===== config.mk =====
export PLATFORM = sky130hd
export DESIGN_NAME = mode_select_config_latch
export DESIGN_NICKNAME = d
export VERILOG_FILES = /design/src/mode_cfg_pkg.sv /design/src/mode_select_config_latch.sv
export SDC_FILE = /design/constraint.sdc
export NUM_CORES = 1
export LEC_CHECK = 0
export BUFFER_PORTS_ARGS = -buffer_cell sky130_fd_sc_hd__buf_4
export CORE_MARGIN = 2
export CORE_UTILIZATION = 46
export CTS_BUF_LIST = sky130_fd_sc_hd__clkbuf_4 sky130_fd_sc_hd__clkbuf_8
export DETAILED_ROUTE_END_ITERATION = 10
export GPL_TIMING_DRIVEN = 0
export PLACE_DENSITY = 0.87
export SYNTH_ARGS = -nofsm -noshare
export SYNTH_HDL_FRONTEND = slang
export SYNTH_SLANG_ARGS = --single-unit

===== constraint.sdc =====
create_clock -name mclk -period 3.34 [get_ports mclk]
set_clock_uncertainty 0.1 [all_clocks]
set_input_delay 0.167 -clock mclk [delete_from_list [all_inputs] [get_ports mclk]]
set_output_delay 0.167 -clock mclk [all_outputs]
set_load 0.005 [all_outputs]

===== src/mode_cfg_pkg.sv =====
// Constants shared by the mode selection and setup latch logic.
// Assumes a 16-bit register address space and an 8-bit register data path.
//
// Summary of operation
// - Mode pins pass a clocked pipeline; levels present before reset release are captured.
// - Captured pin levels load the special-variant and expanded-select bits.
// - After reset release the pins no longer change the mode bits.
// - Outside reset pin A drives low, open-drain, on each instruction's first cycle.
// - Mode register reads anytime; upper four bits are guarded, lower four are priority.
// - Boot ROM enable is writable only in special variant; it maps the ROM.
// - Boot ROM leaves reset disabled and unmapped except in special bootstrap mode.
// - Special test mode leaves reset with boot ROM off, but software may enable it.
// - Special-variant bit may be cleared by software but never set again.
// - Expanded-select bit is writable only while the special-variant bit is one.
// - Echo bit is writable only in special variant, forced zero otherwise.
// - With echo set, internal read data is driven onto the external data bus.
// - Setup register reads return the working register, not the EEPROM byte.
// - Each reset copies the setup EEPROM byte into the working register.
// - EEPROM byte changes reach the working register only at a later reset.
// - The setup byte is a separate location served by the common EEPROM logic.
// - Optionally software writes the working setup register directly in special variant.
// - Special-variant one means bootstrap or test; zero means the normal variation.
// - Special modes leave reset with echo set; once written zero it stays locked.

package mode_cfg_pkg;

   localparam int ADDR_W = 16;
   localparam int DATA_W = 8;

   // ****************************************************************
   // Register addresses
   // ****************************************************************
   localparam logic [ADDR_W-1:0] PRIORITY_MODE_ADDR = 16'h103c;
   localparam logic [ADDR_W-1:0] SETUP_WORK_ADDR = 16'h103f;

   // ****************************************************************
   // Field positions of the priority and mode register
   // ****************************************************************
   localparam int BOOT_ROM_POS = 7;
   localparam int SPECIAL_POS = 6;
   localparam int EXPANDED_POS = 5;
   localparam int ECHO_POS = 4;
   localparam int PRIO_MSB = 3;
   localparam int PRIO_W = 4;
   localparam logic [PRIO_W-1:0] PRIO_RESET = 4'h0;

   // ****************************************************************
   // Boot ROM window and setup register width
   // ****************************************************************
   localparam logic [ADDR_W-1:0] BOOT_ROM_LO = 16'hbf40;
   localparam logic [ADDR_W-1:0] BOOT_ROM_HI = 16'hbfff;
   localparam int SETUP_BITS_DEF = 4;

endpackage


===== src/mode_select_config_latch.sv =====
// Mode pin capture, mode control register, boot ROM decode, read echo and setup latch.
// Assumes pins arrive asynchronously and all core strobes come from logic on mclk.
//
// Implementation choice: the strobed register port.
`timescale 1ns/1ps

module mode_select_config_latch
   import mode_cfg_pkg::*;
#(
   parameter int SETUP_BITS = SETUP_BITS_DEF,
   parameter bit DIRECT_SETUP_WRITE = 1'b0
) (
   input wire logic mclk,
   input wire logic sys_rst,
   input wire logic mode_pin_a_in,
   output logic mode_pin_a_out,
   output logic mode_pin_a_oe,
   input wire logic mode_pin_b_in,
   input wire logic instr_start,
   input wire logic [ADDR_W-1:0] reg_addr,
   input wire logic [DATA_W-1:0] reg_wdata,
   input wire logic reg_wr,
   input wire logic reg_rd,
   output logic [DATA_W-1:0] reg_rdata,
   input wire logic [DATA_W-1:0] setup_eeprom_byte,
   input wire logic [ADDR_W-1:0] cpu_addr,
   output logic boot_rom_hit,
   input wire logic int_read,
   input wire logic [DATA_W-1:0] int_read_data,
   output logic [DATA_W-1:0] ext_data_out,
   output logic ext_data_oe,
   output logic special_variant_bit,
   output logic expanded_select_bit,
   output logic boot_rom_enable,
   output logic internal_read_echo
);

   generate
      if (SETUP_BITS < 1 || SETUP_BITS > DATA_W) begin : g_bad_setup
         $error("SETUP_BITS must lie between 1 and the data width.");
      end
   endgenerate

   // ****************************************************************
   // Pin synchronisers
   // ****************************************************************
   // Three stages per pin; the filtered level moves only when stages two and three agree.
   logic [1:0] pin_s1;
   logic [1:0] pin_s2;
   logic [1:0] pin_s3;
   logic [1:0] pin_stable;
   logic [1:0] next_pin_stable;

   always_comb begin
      next_pin_stable = pin_stable;
      if (pin_s2[0] == pin_s3[0]) begin
         next_pin_stable[0] = pin_s3[0];
      end
      if (pin_s2[1] == pin_s3[1]) begin
         next_pin_stable[1] = pin_s3[1];
      end
   end

   always_ff @(posedge mclk) begin
      pin_s1 <= {mode_pin_b_in, mode_pin_a_in};
      pin_s2 <= pin_s1;
      pin_s3 <= pin_s2;
      pin_stable <= next_pin_stable;
   end

   // ****************************************************************
   // Decode of register accesses
   // ****************************************************************
   logic wr_mode;
   logic wr_setup;
   logic rd_mode;
   logic rd_setup;

   assign wr_mode = reg_wr && (reg_addr == PRIORITY_MODE_ADDR);
   assign wr_setup = reg_wr && (reg_addr == SETUP_WORK_ADDR);
   assign rd_mode = reg_rd && (reg_addr == PRIORITY_MODE_ADDR);
   assign rd_setup = reg_rd && (reg_addr == SETUP_WORK_ADDR);

   // ****************************************************************
   // Mode control bits
   // ****************************************************************
   logic echo_locked;
   logic [PRIO_W-1:0] prio_sel;
   logic next_special;
   logic next_expanded;
   logic next_boot;
   logic next_echo;
   logic next_echo_locked;
   logic [PRIO_W-1:0] next_prio_sel;

   always_comb begin
      next_special = special_variant_bit;
      next_expanded = expanded_select_bit;
      next_boot = boot_rom_enable;
      next_echo = internal_read_echo;
      next_echo_locked = echo_locked;
      next_prio_sel = prio_sel;
      if (sys_rst) begin
         // Load continues every reset cycle; the last one before release wins.
         next_special = ~pin_stable[1];
         next_expanded = pin_stable[0];
         next_boot = ~pin_stable[1] & ~pin_stable[0];
         next_echo = ~pin_stable[1];
         next_echo_locked = 1'b0;
         next_prio_sel = PRIO_RESET;
      end else if (wr_mode) begin
         // Pins are no longer looked at here; only software changes the mode.
         next_prio_sel = reg_wdata[PRIO_MSB -: PRIO_W];
         next_special = special_variant_bit & reg_wdata[SPECIAL_POS];
         if (special_variant_bit) begin
            next_expanded = reg_wdata[EXPANDED_POS];
            next_boot = reg_wdata[BOOT_ROM_POS];
            if (!echo_locked) begin
               next_echo = reg_wdata[ECHO_POS];
               next_echo_locked = ~reg_wdata[ECHO_POS];
            end
         end
      end
      if (!next_special) begin
         next_echo = 1'b0;
      end
   end

   always_ff @(posedge mclk) begin
      special_variant_bit <= next_special;
      expanded_select_bit <= next_expanded;
      boot_rom_enable <= next_boot;
      internal_read_echo <= next_echo;
      echo_locked <= next_echo_locked;
      prio_sel <= next_prio_sel;
   end

   // ****************************************************************
   // Setup working register
   // ****************************************************************
   // The EEPROM byte is a dedicated port, apart from the main array data.
   logic [SETUP_BITS-1:0] setup_work;
   logic [SETUP_BITS-1:0] next_setup_work;

   always_comb begin
      next_setup_work = setup_work;
      if (sys_rst) begin
         next_setup_work = setup_eeprom_byte[SETUP_BITS-1:0];
      end else if (DIRECT_SETUP_WRITE && special_variant_bit && wr_setup) begin
         next_setup_work = reg_wdata[SETUP_BITS-1:0];
      end
   end

   always_ff @(posedge mclk) begin
      setup_work <= next_setup_work;
   end

   // ****************************************************************
   // Register read port
   // ****************************************************************
   logic [DATA_W-1:0] mode_word;
   logic [DATA_W-1:0] next_rdata;

   always_comb begin
      mode_word = '0;
      mode_word[BOOT_ROM_POS] = boot_rom_enable;
      mode_word[SPECIAL_POS] = special_variant_bit;
      mode_word[EXPANDED_POS] = expanded_select_bit;
      mode_word[ECHO_POS] = internal_read_echo;
      mode_word[PRIO_MSB -: PRIO_W] = prio_sel;
      next_rdata = '0;
      if (rd_mode) begin
         next_rdata = mode_word;
      end else if (rd_setup) begin
         next_rdata = DATA_W'(setup_work);
      end
   end

   always_ff @(posedge mclk) begin
      if (sys_rst) begin
         reg_rdata <= '0;
      end else begin
         reg_rdata <= next_rdata;
      end
   end

   // ****************************************************************
   // Pin A marker, boot ROM decode and read echo
   // ****************************************************************
   logic next_marker_oe;
   logic next_boot_hit;
   logic next_ext_oe;
   logic [DATA_W-1:0] next_ext_data;

   always_comb begin
      next_marker_oe = ~sys_rst & instr_start;
      next_boot_hit = ~sys_rst & boot_rom_enable & (cpu_addr >= BOOT_ROM_LO)
         & (cpu_addr <= BOOT_ROM_HI);
      next_ext_oe = ~sys_rst & internal_read_echo & int_read;
      next_ext_data = next_ext_oe ? int_read_data : '0;
   end

   always_ff @(posedge mclk) begin
      mode_pin_a_out <= 1'b0;
      mode_pin_a_oe <= next_marker_oe;
      boot_rom_hit <= next_boot_hit;
      ext_data_oe <= next_ext_oe;
      ext_data_out <= next_ext_data;
   end

   // ****************************************************************
   // Checks
   // ****************************************************************
   chk_reset_load_special: assert property (
      @(posedge mclk) $fell(sys_rst) |-> special_variant_bit == !$past(pin_stable[1]))
      else $error("special variant bit not loaded from pin B at reset release");

   chk_reset_load_boot: assert property (
      @(posedge mclk) $fell(sys_rst) |->
         boot_rom_enable == (!$past(pin_stable[1]) && !$past(pin_stable[0])))
      else $error("boot ROM enable wrong at reset release");

   chk_special_no_set: assert property (
      @(posedge mclk) disable iff (sys_rst) !special_variant_bit |=> !special_variant_bit)
      else $error("special variant bit was set again");

   chk_mode_pins_ignored: assert property (
      @(posedge mclk) disable iff (sys_rst) !wr_mode |=>
         $stable(expanded_select_bit) && $stable(special_variant_bit))
      else $error("mode bits changed without a register write");

   chk_expanded_guard: assert property (
      @(posedge mclk) disable iff (sys_rst) (wr_mode && !special_variant_bit) |=>
         $stable(expanded_select_bit) && $stable(boot_rom_enable))
      else $error("guarded mode bit written in normal variation");

   chk_echo_forced: assert property (
      @(posedge mclk) disable iff (sys_rst) !special_variant_bit |-> !internal_read_echo)
      else $error("echo bit set while special variant bit is zero");

   chk_echo_lock: assert property (
      @(posedge mclk) disable iff (sys_rst)
         (wr_mode && special_variant_bit && !reg_wdata[ECHO_POS]) |=>
         !internal_read_echo [*3])
      else $error("echo bit rose again after being written zero");

   chk_echo_drive: assert property (
      @(posedge mclk) disable iff (sys_rst) (int_read && internal_read_echo) |=>
         ext_data_oe && ext_data_out == $past(int_read_data))
      else $error("internal read not echoed on the data bus");

   chk_marker_pulse: assert property (
      @(posedge mclk) disable iff (sys_rst) instr_start |=> mode_pin_a_oe && !mode_pin_a_out)
      else $error("instruction start marker not driven low");

   chk_setup_frozen: assert property (
      @(posedge mclk) disable iff (sys_rst)
         !(wr_setup && DIRECT_SETUP_WRITE && special_variant_bit) |=> $stable(setup_work))
      else $error("working setup register changed outside reset");

   chk_read_mode: assert property (
      @(posedge mclk) disable iff (sys_rst) rd_mode |=> reg_rdata == $past(mode_word))
      else $error("mode register read returned wrong data");

   chk_boot_unmapped: assert property (
      @(posedge mclk) disable iff (sys_rst) !boot_rom_enable |=> !boot_rom_hit)
      else $error("boot ROM decoded while disabled");

   chk_reset_load_expanded: assert property (
      @(posedge mclk) $fell(sys_rst)
         |-> expanded_select_bit == $past(pin_stable[0]))
      else $error("expanded select bit not loaded from pin A at reset release");

   chk_reset_load_echo: assert property (
      @(posedge mclk) $fell(sys_rst)
         |-> internal_read_echo == !$past(pin_stable[1]))
      else $error("echo bit wrong at reset release");

   chk_reset_clear_lock: assert property (
      @(posedge mclk) $fell(sys_rst)
         |-> !echo_locked)
      else $error("echo lock survived a reset");

   chk_test_boot_off: assert property (
      @(posedge mclk) $fell(sys_rst) && !$past(pin_stable[1]) && $past(pin_stable[0])
         |-> !boot_rom_enable && special_variant_bit && expanded_select_bit)
      else $error("special test mode left reset with boot ROM enabled");

   chk_normal_boot_off: assert property (
      @(posedge mclk) $fell(sys_rst) && $past(pin_stable[1])
         |-> !boot_rom_enable && !special_variant_bit)
      else $error("normal mode left reset with boot ROM enabled");

   chk_boot_write: assert property (
      @(posedge mclk) disable iff (sys_rst) wr_mode && special_variant_bit
         |=> boot_rom_enable == $past(reg_wdata[BOOT_ROM_POS]))
      else $error("boot ROM enable not written in special variant");

   chk_expanded_write: assert property (
      @(posedge mclk) disable iff (sys_rst) wr_mode && special_variant_bit
         |=> expanded_select_bit == $past(reg_wdata[EXPANDED_POS]))
      else $error("expanded select bit not written in special variant");

   chk_special_clear: assert property (
      @(posedge mclk) disable iff (sys_rst) wr_mode && !reg_wdata[SPECIAL_POS]
         |=> !special_variant_bit)
      else $error("special variant bit not cleared by a write of zero");

   chk_prio_write: assert property (
      @(posedge mclk) disable iff (sys_rst) wr_mode
         |=> prio_sel == $past(reg_wdata[PRIO_MSB -: PRIO_W]))
      else $error("priority field not written");

   chk_echo_write: assert property (
      @(posedge mclk) disable iff (sys_rst) wr_mode && special_variant_bit && !echo_locked
         && reg_wdata[SPECIAL_POS] |=> internal_read_echo == $past(reg_wdata[ECHO_POS]))
      else $error("echo bit not written while unlocked");

   chk_lock_on_clear: assert property (
      @(posedge mclk) disable iff (sys_rst) wr_mode && special_variant_bit && !echo_locked
         && !reg_wdata[ECHO_POS] |=> echo_locked)
      else $error("echo lock not set by a write of zero");

   chk_read_setup: assert property (
      @(posedge mclk) disable iff (sys_rst) rd_setup
         |=> reg_rdata == DATA_W'($past(setup_work)))
      else $error("setup register read did not return the working register");

   chk_read_idle: assert property (
      @(posedge mclk) disable iff (sys_rst) !rd_mode && !rd_setup
         |=> reg_rdata == '0)
      else $error("read data not zero outside a read");

   chk_setup_reload: assert property (
      @(posedge mclk) sys_rst
         |=> setup_work == $past(setup_eeprom_byte[SETUP_BITS-1:0]))
      else $error("working setup register not loaded during reset");

   chk_setup_direct: assert property (
      @(posedge mclk) disable iff (sys_rst) wr_setup && DIRECT_SETUP_WRITE
         && special_variant_bit |=> setup_work == $past(reg_wdata[SETUP_BITS-1:0]))
      else $error("working setup register not written directly");

   chk_marker_reset: assert property (
      @(posedge mclk) sys_rst
         |=> !mode_pin_a_oe)
      else $error("instruction start marker driven during reset");

   chk_marker_idle: assert property (
      @(posedge mclk) disable iff (sys_rst) !instr_start
         |=> !mode_pin_a_oe)
      else $error("instruction start marker driven without an instruction start");

   chk_pin_a_low: assert property (
      @(posedge mclk) disable iff (sys_rst)
         !mode_pin_a_out)
      else $error("pin A output value is not low");

   chk_boot_hit_range: assert property (
      @(posedge mclk) disable iff (sys_rst) !sys_rst && boot_rom_enable
         && cpu_addr >= BOOT_ROM_LO && cpu_addr <= BOOT_ROM_HI |=> boot_rom_hit)
      else $error("boot ROM not decoded inside its window");

   chk_boot_hit_outside: assert property (
      @(posedge mclk) disable iff (sys_rst) cpu_addr < BOOT_ROM_LO || cpu_addr > BOOT_ROM_HI
         |=> !boot_rom_hit)
      else $error("boot ROM decoded outside its window");

   chk_boot_reset: assert property (
      @(posedge mclk) sys_rst
         |=> !boot_rom_hit)
      else $error("boot ROM decoded during reset");

   chk_echo_idle: assert property (
      @(posedge mclk) disable iff (sys_rst) !(int_read && internal_read_echo)
         |=> !ext_data_oe && ext_data_out == '0)
      else $error("data bus driven without an echoed internal read");

endmodule


==> results_tabular.tex <==
\begin{tabular}{lr}
\hline
Metric & Value \\
\hline
\multicolumn{2}{l}{\textbf{Route}} \\
\quad Average vias per placed instance & 5.11 \\
\quad Detailed-route via count & 1273 \\
\quad Final ANT Viol Nets & 0 \\
\quad Final routed wire length divided by cell count & 15.5 um \\
\quad Iteration-0 DRC Markers & 38 \\
\quad Total Wirelength & 3.85 mm \\
\quad \# DRC & 7 \\
\quad Detailed-router iteration count before antenna repair & 8 \\
\multicolumn{2}{l}{\textbf{Floorplanning}} \\
\quad Die footprint & 3470 um\^{}2 \\
\quad Count of pins on the block boundary & 88 \\
\quad Effective utilization at floorplan & 49.4\% \\
\quad Area of the core & 2810 um\^{}2 \\
\quad Count of standard-cell rows & 19 \\
\quad Die width & 58.9 um \\
\quad Die Span Y & 58.9 um \\
\multicolumn{2}{l}{\textbf{Timing}} \\
\quad Total of endpoints with negative setup slack in the final report & 0 \\
\quad Hold violation count in the final report & 0 \\
\quad Shortest period the worst path allows & 2.08 ns \\
\quad Relative slew slack & 64.2\% \\
\quad Highest clock frequency the design can meet & 481 MHz \\
\quad Final WS setup & 1.26 ns \\
\quad RSZ-0062 raised after global routing & no \\
\quad Actual slew at the worst max-slew pin & 0.532 ns \\
\quad Tcrit/Tclk final & 62.2\% \\
\quad Total negative slack for setup checks & 0 ns \\
\quad Final max-slew violation count & 0 \\
\multicolumn{2}{l}{\textbf{Placed design}} \\
\quad Half-perimeter wire length of the detailed placement result & 2.40 mm \\
\quad I/O Buffers & 76 \\
\quad Placer's final routability congestion estimate & 0.693 \\
\quad Total placed instance area & 2000 um\^{}2 \\
\quad Place WS & 1.54 ns \\
\quad Number of instances in the placed design & 217 \\
\multicolumn{2}{l}{\textbf{Clock tree}} \\
\quad Gates resized, CTS repair & 0 \\
\quad Worst skew pair latency & 0.34 ns \\
\quad H-Tree Depth & 2 \\
\quad TritonCTS Sinks & 40 \\
\quad CTS tree & built \\
\quad Setup fix buffers added after clock tree synthesis & 0 \\
\quad Clock input transition at the sequential cells of the worst setup and hold paths & 0.11 ns \\
\quad Master cell of the clock root buffer & clkbuf\_4 \\
\quad Cts bufs inserted & 5 \\
\quad Maximum buffer depth of the clock tree & 2 \\
\multicolumn{2}{l}{\textbf{Critical path}} \\
\quad Kind of launch point of the worst setup path & input pin \\
\quad Data required time at the worst endpoint & 3.53 ns \\
\quad Largest fanout of any net on the critical path & 1 \\
\quad Delay of the slowest cell on the worst path & 0.58 ns \\
\quad Dominant delay contributor by cell family on the critical path & buffers and inverters \\
\quad Reg-to-reg startpoint & boot\_rom\_enable \\
\quad Critical path endpoint category & flip-flop \\
\quad Critical Path Stages & 6 \\
\quad Launching element of the worst setup path & cpu\_addr[14] \\
\quad Most repeated library cell on the critical path & dlygate4sd3\_1 \\
\quad Worst R2R End & boot\_rom\_hit \\
\quad CP Data Arrival Time & 2.27 ns \\
\quad Slowest library cell on the worst path & dlygate4sd3\_1 \\
\quad Crit Path Class & input pin to flip-flop \\
\quad Reg2Reg Setup Slack & 1.40 ns \\
\quad Worst r2r path cells & 4 \\
\quad Cell Chain, Critical Path & dlygate4sd3\_1, buf\_4, nand4b\_1, dlygate4sd3\_1, nor3\_1, dlygate4sd3\_1 \\
\quad Combined buffer and inverter count along the critical path & 4 \\
\quad Timing endpoint of the critical path & boot\_rom\_hit \\
\multicolumn{2}{l}{\textbf{Layout}} \\
\quad Antenna diodes & 0 \\
\quad Final nets & 281 \\
\quad Commonest non-fill, non-tap cell in the layout & buf\_4 \\
\quad Area growth syn-to-layout & 66.1\% \\
\quad Non-Filler Cell Area, Final & 2300 um\^{}2 \\
\quad Commonest non-fill, non-tap cells in the layout & buf\_4, dfxtp\_1, dlygate4sd3\_1, nand2\_1, and2\_1 \\
\quad Fraction of final layout cells sized beyond drive strength 1 & 42.2\% \\
\quad Final non-filler cell total & 249 \\
\quad Post-layout util & 82.1\% \\
\multicolumn{2}{l}{\textbf{GRT}} \\
\quad Number of global-route vias before repair & 1387 \\
\quad Initial antenna violation count & 0 \\
\quad Global-route wire length before repair & 6.26 mm \\
\quad Global routing usage summed across all routing layers & 25.0\% \\
\quad Pin count of the biggest net entering global routing & 12 \\
\quad Total global routing overflow & 0 \\
\multicolumn{2}{l}{\textbf{Yosys}} \\
\quad Yosys warning count & 0 \\
\quad Number of instances in the synthesized netlist & 110 \\
\quad Area of the mapped netlist & 1390 um\^{}2 \\
\quad Cell type with the highest aggregate area in the netlist & dfxtp\_1 \\
\quad Leading cell types by total area after synthesis & dfxtp\_1, edfxtp\_1, and2\_1 \\
\quad Flops \& latches, synth & 40 \\
\quad Yosys top cell area share & 46.2\% \\
\quad FFs w/ async S/R, synth & 0\% \\
\quad Number of library cell types mapped by synthesis & 32 \\
\quad Top flip-flop cell by instance count after synthesis & dfxtp\_1 \\
\quad Net count after synthesis & 174 \\
\quad Number of synthesized flops with an enable pin & 8 \\
\quad Mean cell area of the mapped netlist & 12.6 um\^{}2 \\
\quad Share of synthesized area occupied by flip-flops and latches & 63.5\% \\
\multicolumn{2}{l}{\textbf{Outcome}} \\
\quad Violated checks & design-rule violations \\
\quad Result of the run & complete, but fails checks \\
\multicolumn{2}{l}{\textbf{Pwr}} \\
\quad Power per cell area & 395 nW/um\^{}2 \\
\quad P\_leak & 0.00106 uW \\
\quad Maximum vdd ir drop & 0.396 mV \\
\multicolumn{2}{l}{\textbf{Run}} \\
\quad Number of max-cap violations & 0 \\
\multicolumn{2}{l}{\textbf{Worst hold path}} \\
\quad Path category of the worst min-delay check & input pin to flip-flop \\
\hline
\end{tabular}
-- repair_timing --
item	in CTS	in global routing
endpoints found under the hold margin	23	0
endpoints found under the setup margin	0	0
hold buffers	24	0
-- state kept, by name, summed over array words and instances (netlist names), 2 cells and up --
signal and cells:
pin_stable 2, setup_work 4, prio_sel 4, pin_s3 2, ext_data_out 8, pin_s1 2, pin_s2 2, reg_rdata 8
-- where the power goes --
part           internal, uW  leakage, uW  switching [uW]
Clock                   120    0.0000394             145
Combinational          80.7     0.000677            39.5
Sequential              512     0.000340            11.8
Total                   713      0.00106             197
-- cells by family after synthesis --
kind of cell	share of synthesized area (%)
mux	3.70
simple gates	24.2
buf+inv	1.35
compound gates	5.69
other cells	0.270
flops	63.5
xor+xnor	1.26
-- layout make-up --
cell class | instances | area, um^2
Clock buffer | 8 | 66.3
Tap cell | 31 | 38.8
Multi-Input combinational cell | 66 | 487
Sequential cell | 40 | 881
Fill cell | 152 | 503
Buffer | 3 | 15.0
Inverter | 1 | 3.75
Timing Repair Buffer | 100 | 811
-- layer usage --
| metal | vias to the layer above | GRT usage (%) | share of wire [%] |
|---|---|---|---|
| met5 | - | 0 | 0 |
| met4 | 0 | 9.74 | 2.3 |
| met3 | 9 | 9.23 | 9.2 |
| met2 | 66 | 47.1 | 55 |
| met1 | 596 | 24.2 | 34 |
| li1 | 602 | - | - |
-- worst reg2reg max path: stages (launching register included) --
cell           delay [ns]
edfxtp_1             0.39
nand4b_1             0.11
dlygate4sd3_1        0.58
nor3_1               0.14
dlygate4sd3_1        0.57
-- worst min-delay path by stage --
stage	from	to	slack, ns	cells past startpoint
2_1_floorplan	mode_pin_a_in	pin_s1[0]	0.09	0
3_3_place_gp	mode_pin_b_in	pin_s1[1]	0.17	1
3_5_place_dp	mode_pin_b_in	pin_s1[1]	0.17	1
4_1_cts	reg_wdata[3]	prio_sel[3]	0.0007	3
5_1_grt	reg_wdata[3]	prio_sel[3]	0.005	3
6_report	reg_wdata[3]	prio_sel[3]	0.004	3
-- metrics by stage --
step	total power, uW	hold slack (ns)
floorplan	557	0.0947
global placement	625	0.172
detailed placement	630	0.174
CTS	910	0.000660
global route	953	0.00524
finish	910	0.00378
-- cell usage after synthesis (2+ instances only) --
| cell type | number |
|---|---|
| and2_1 | 12 |
| clkbuf_1 | 2 |
| a22o_1 | 5 |
| edfxtp_1 | 8 |
| nor2_1 | 2 |
| nand3_1 | 2 |
| nor4_4 | 2 |
| nor3_1 | 3 |
| nand2_1 | 13 |
| nand4_1 | 2 |
| nand2b_1 | 2 |
| mux2i_1 | 4 |
| nor2b_1 | 2 |
| xnor2_1 | 2 |
| dfxtp_1 | 32 |
(Power assumes the default switching activity.)
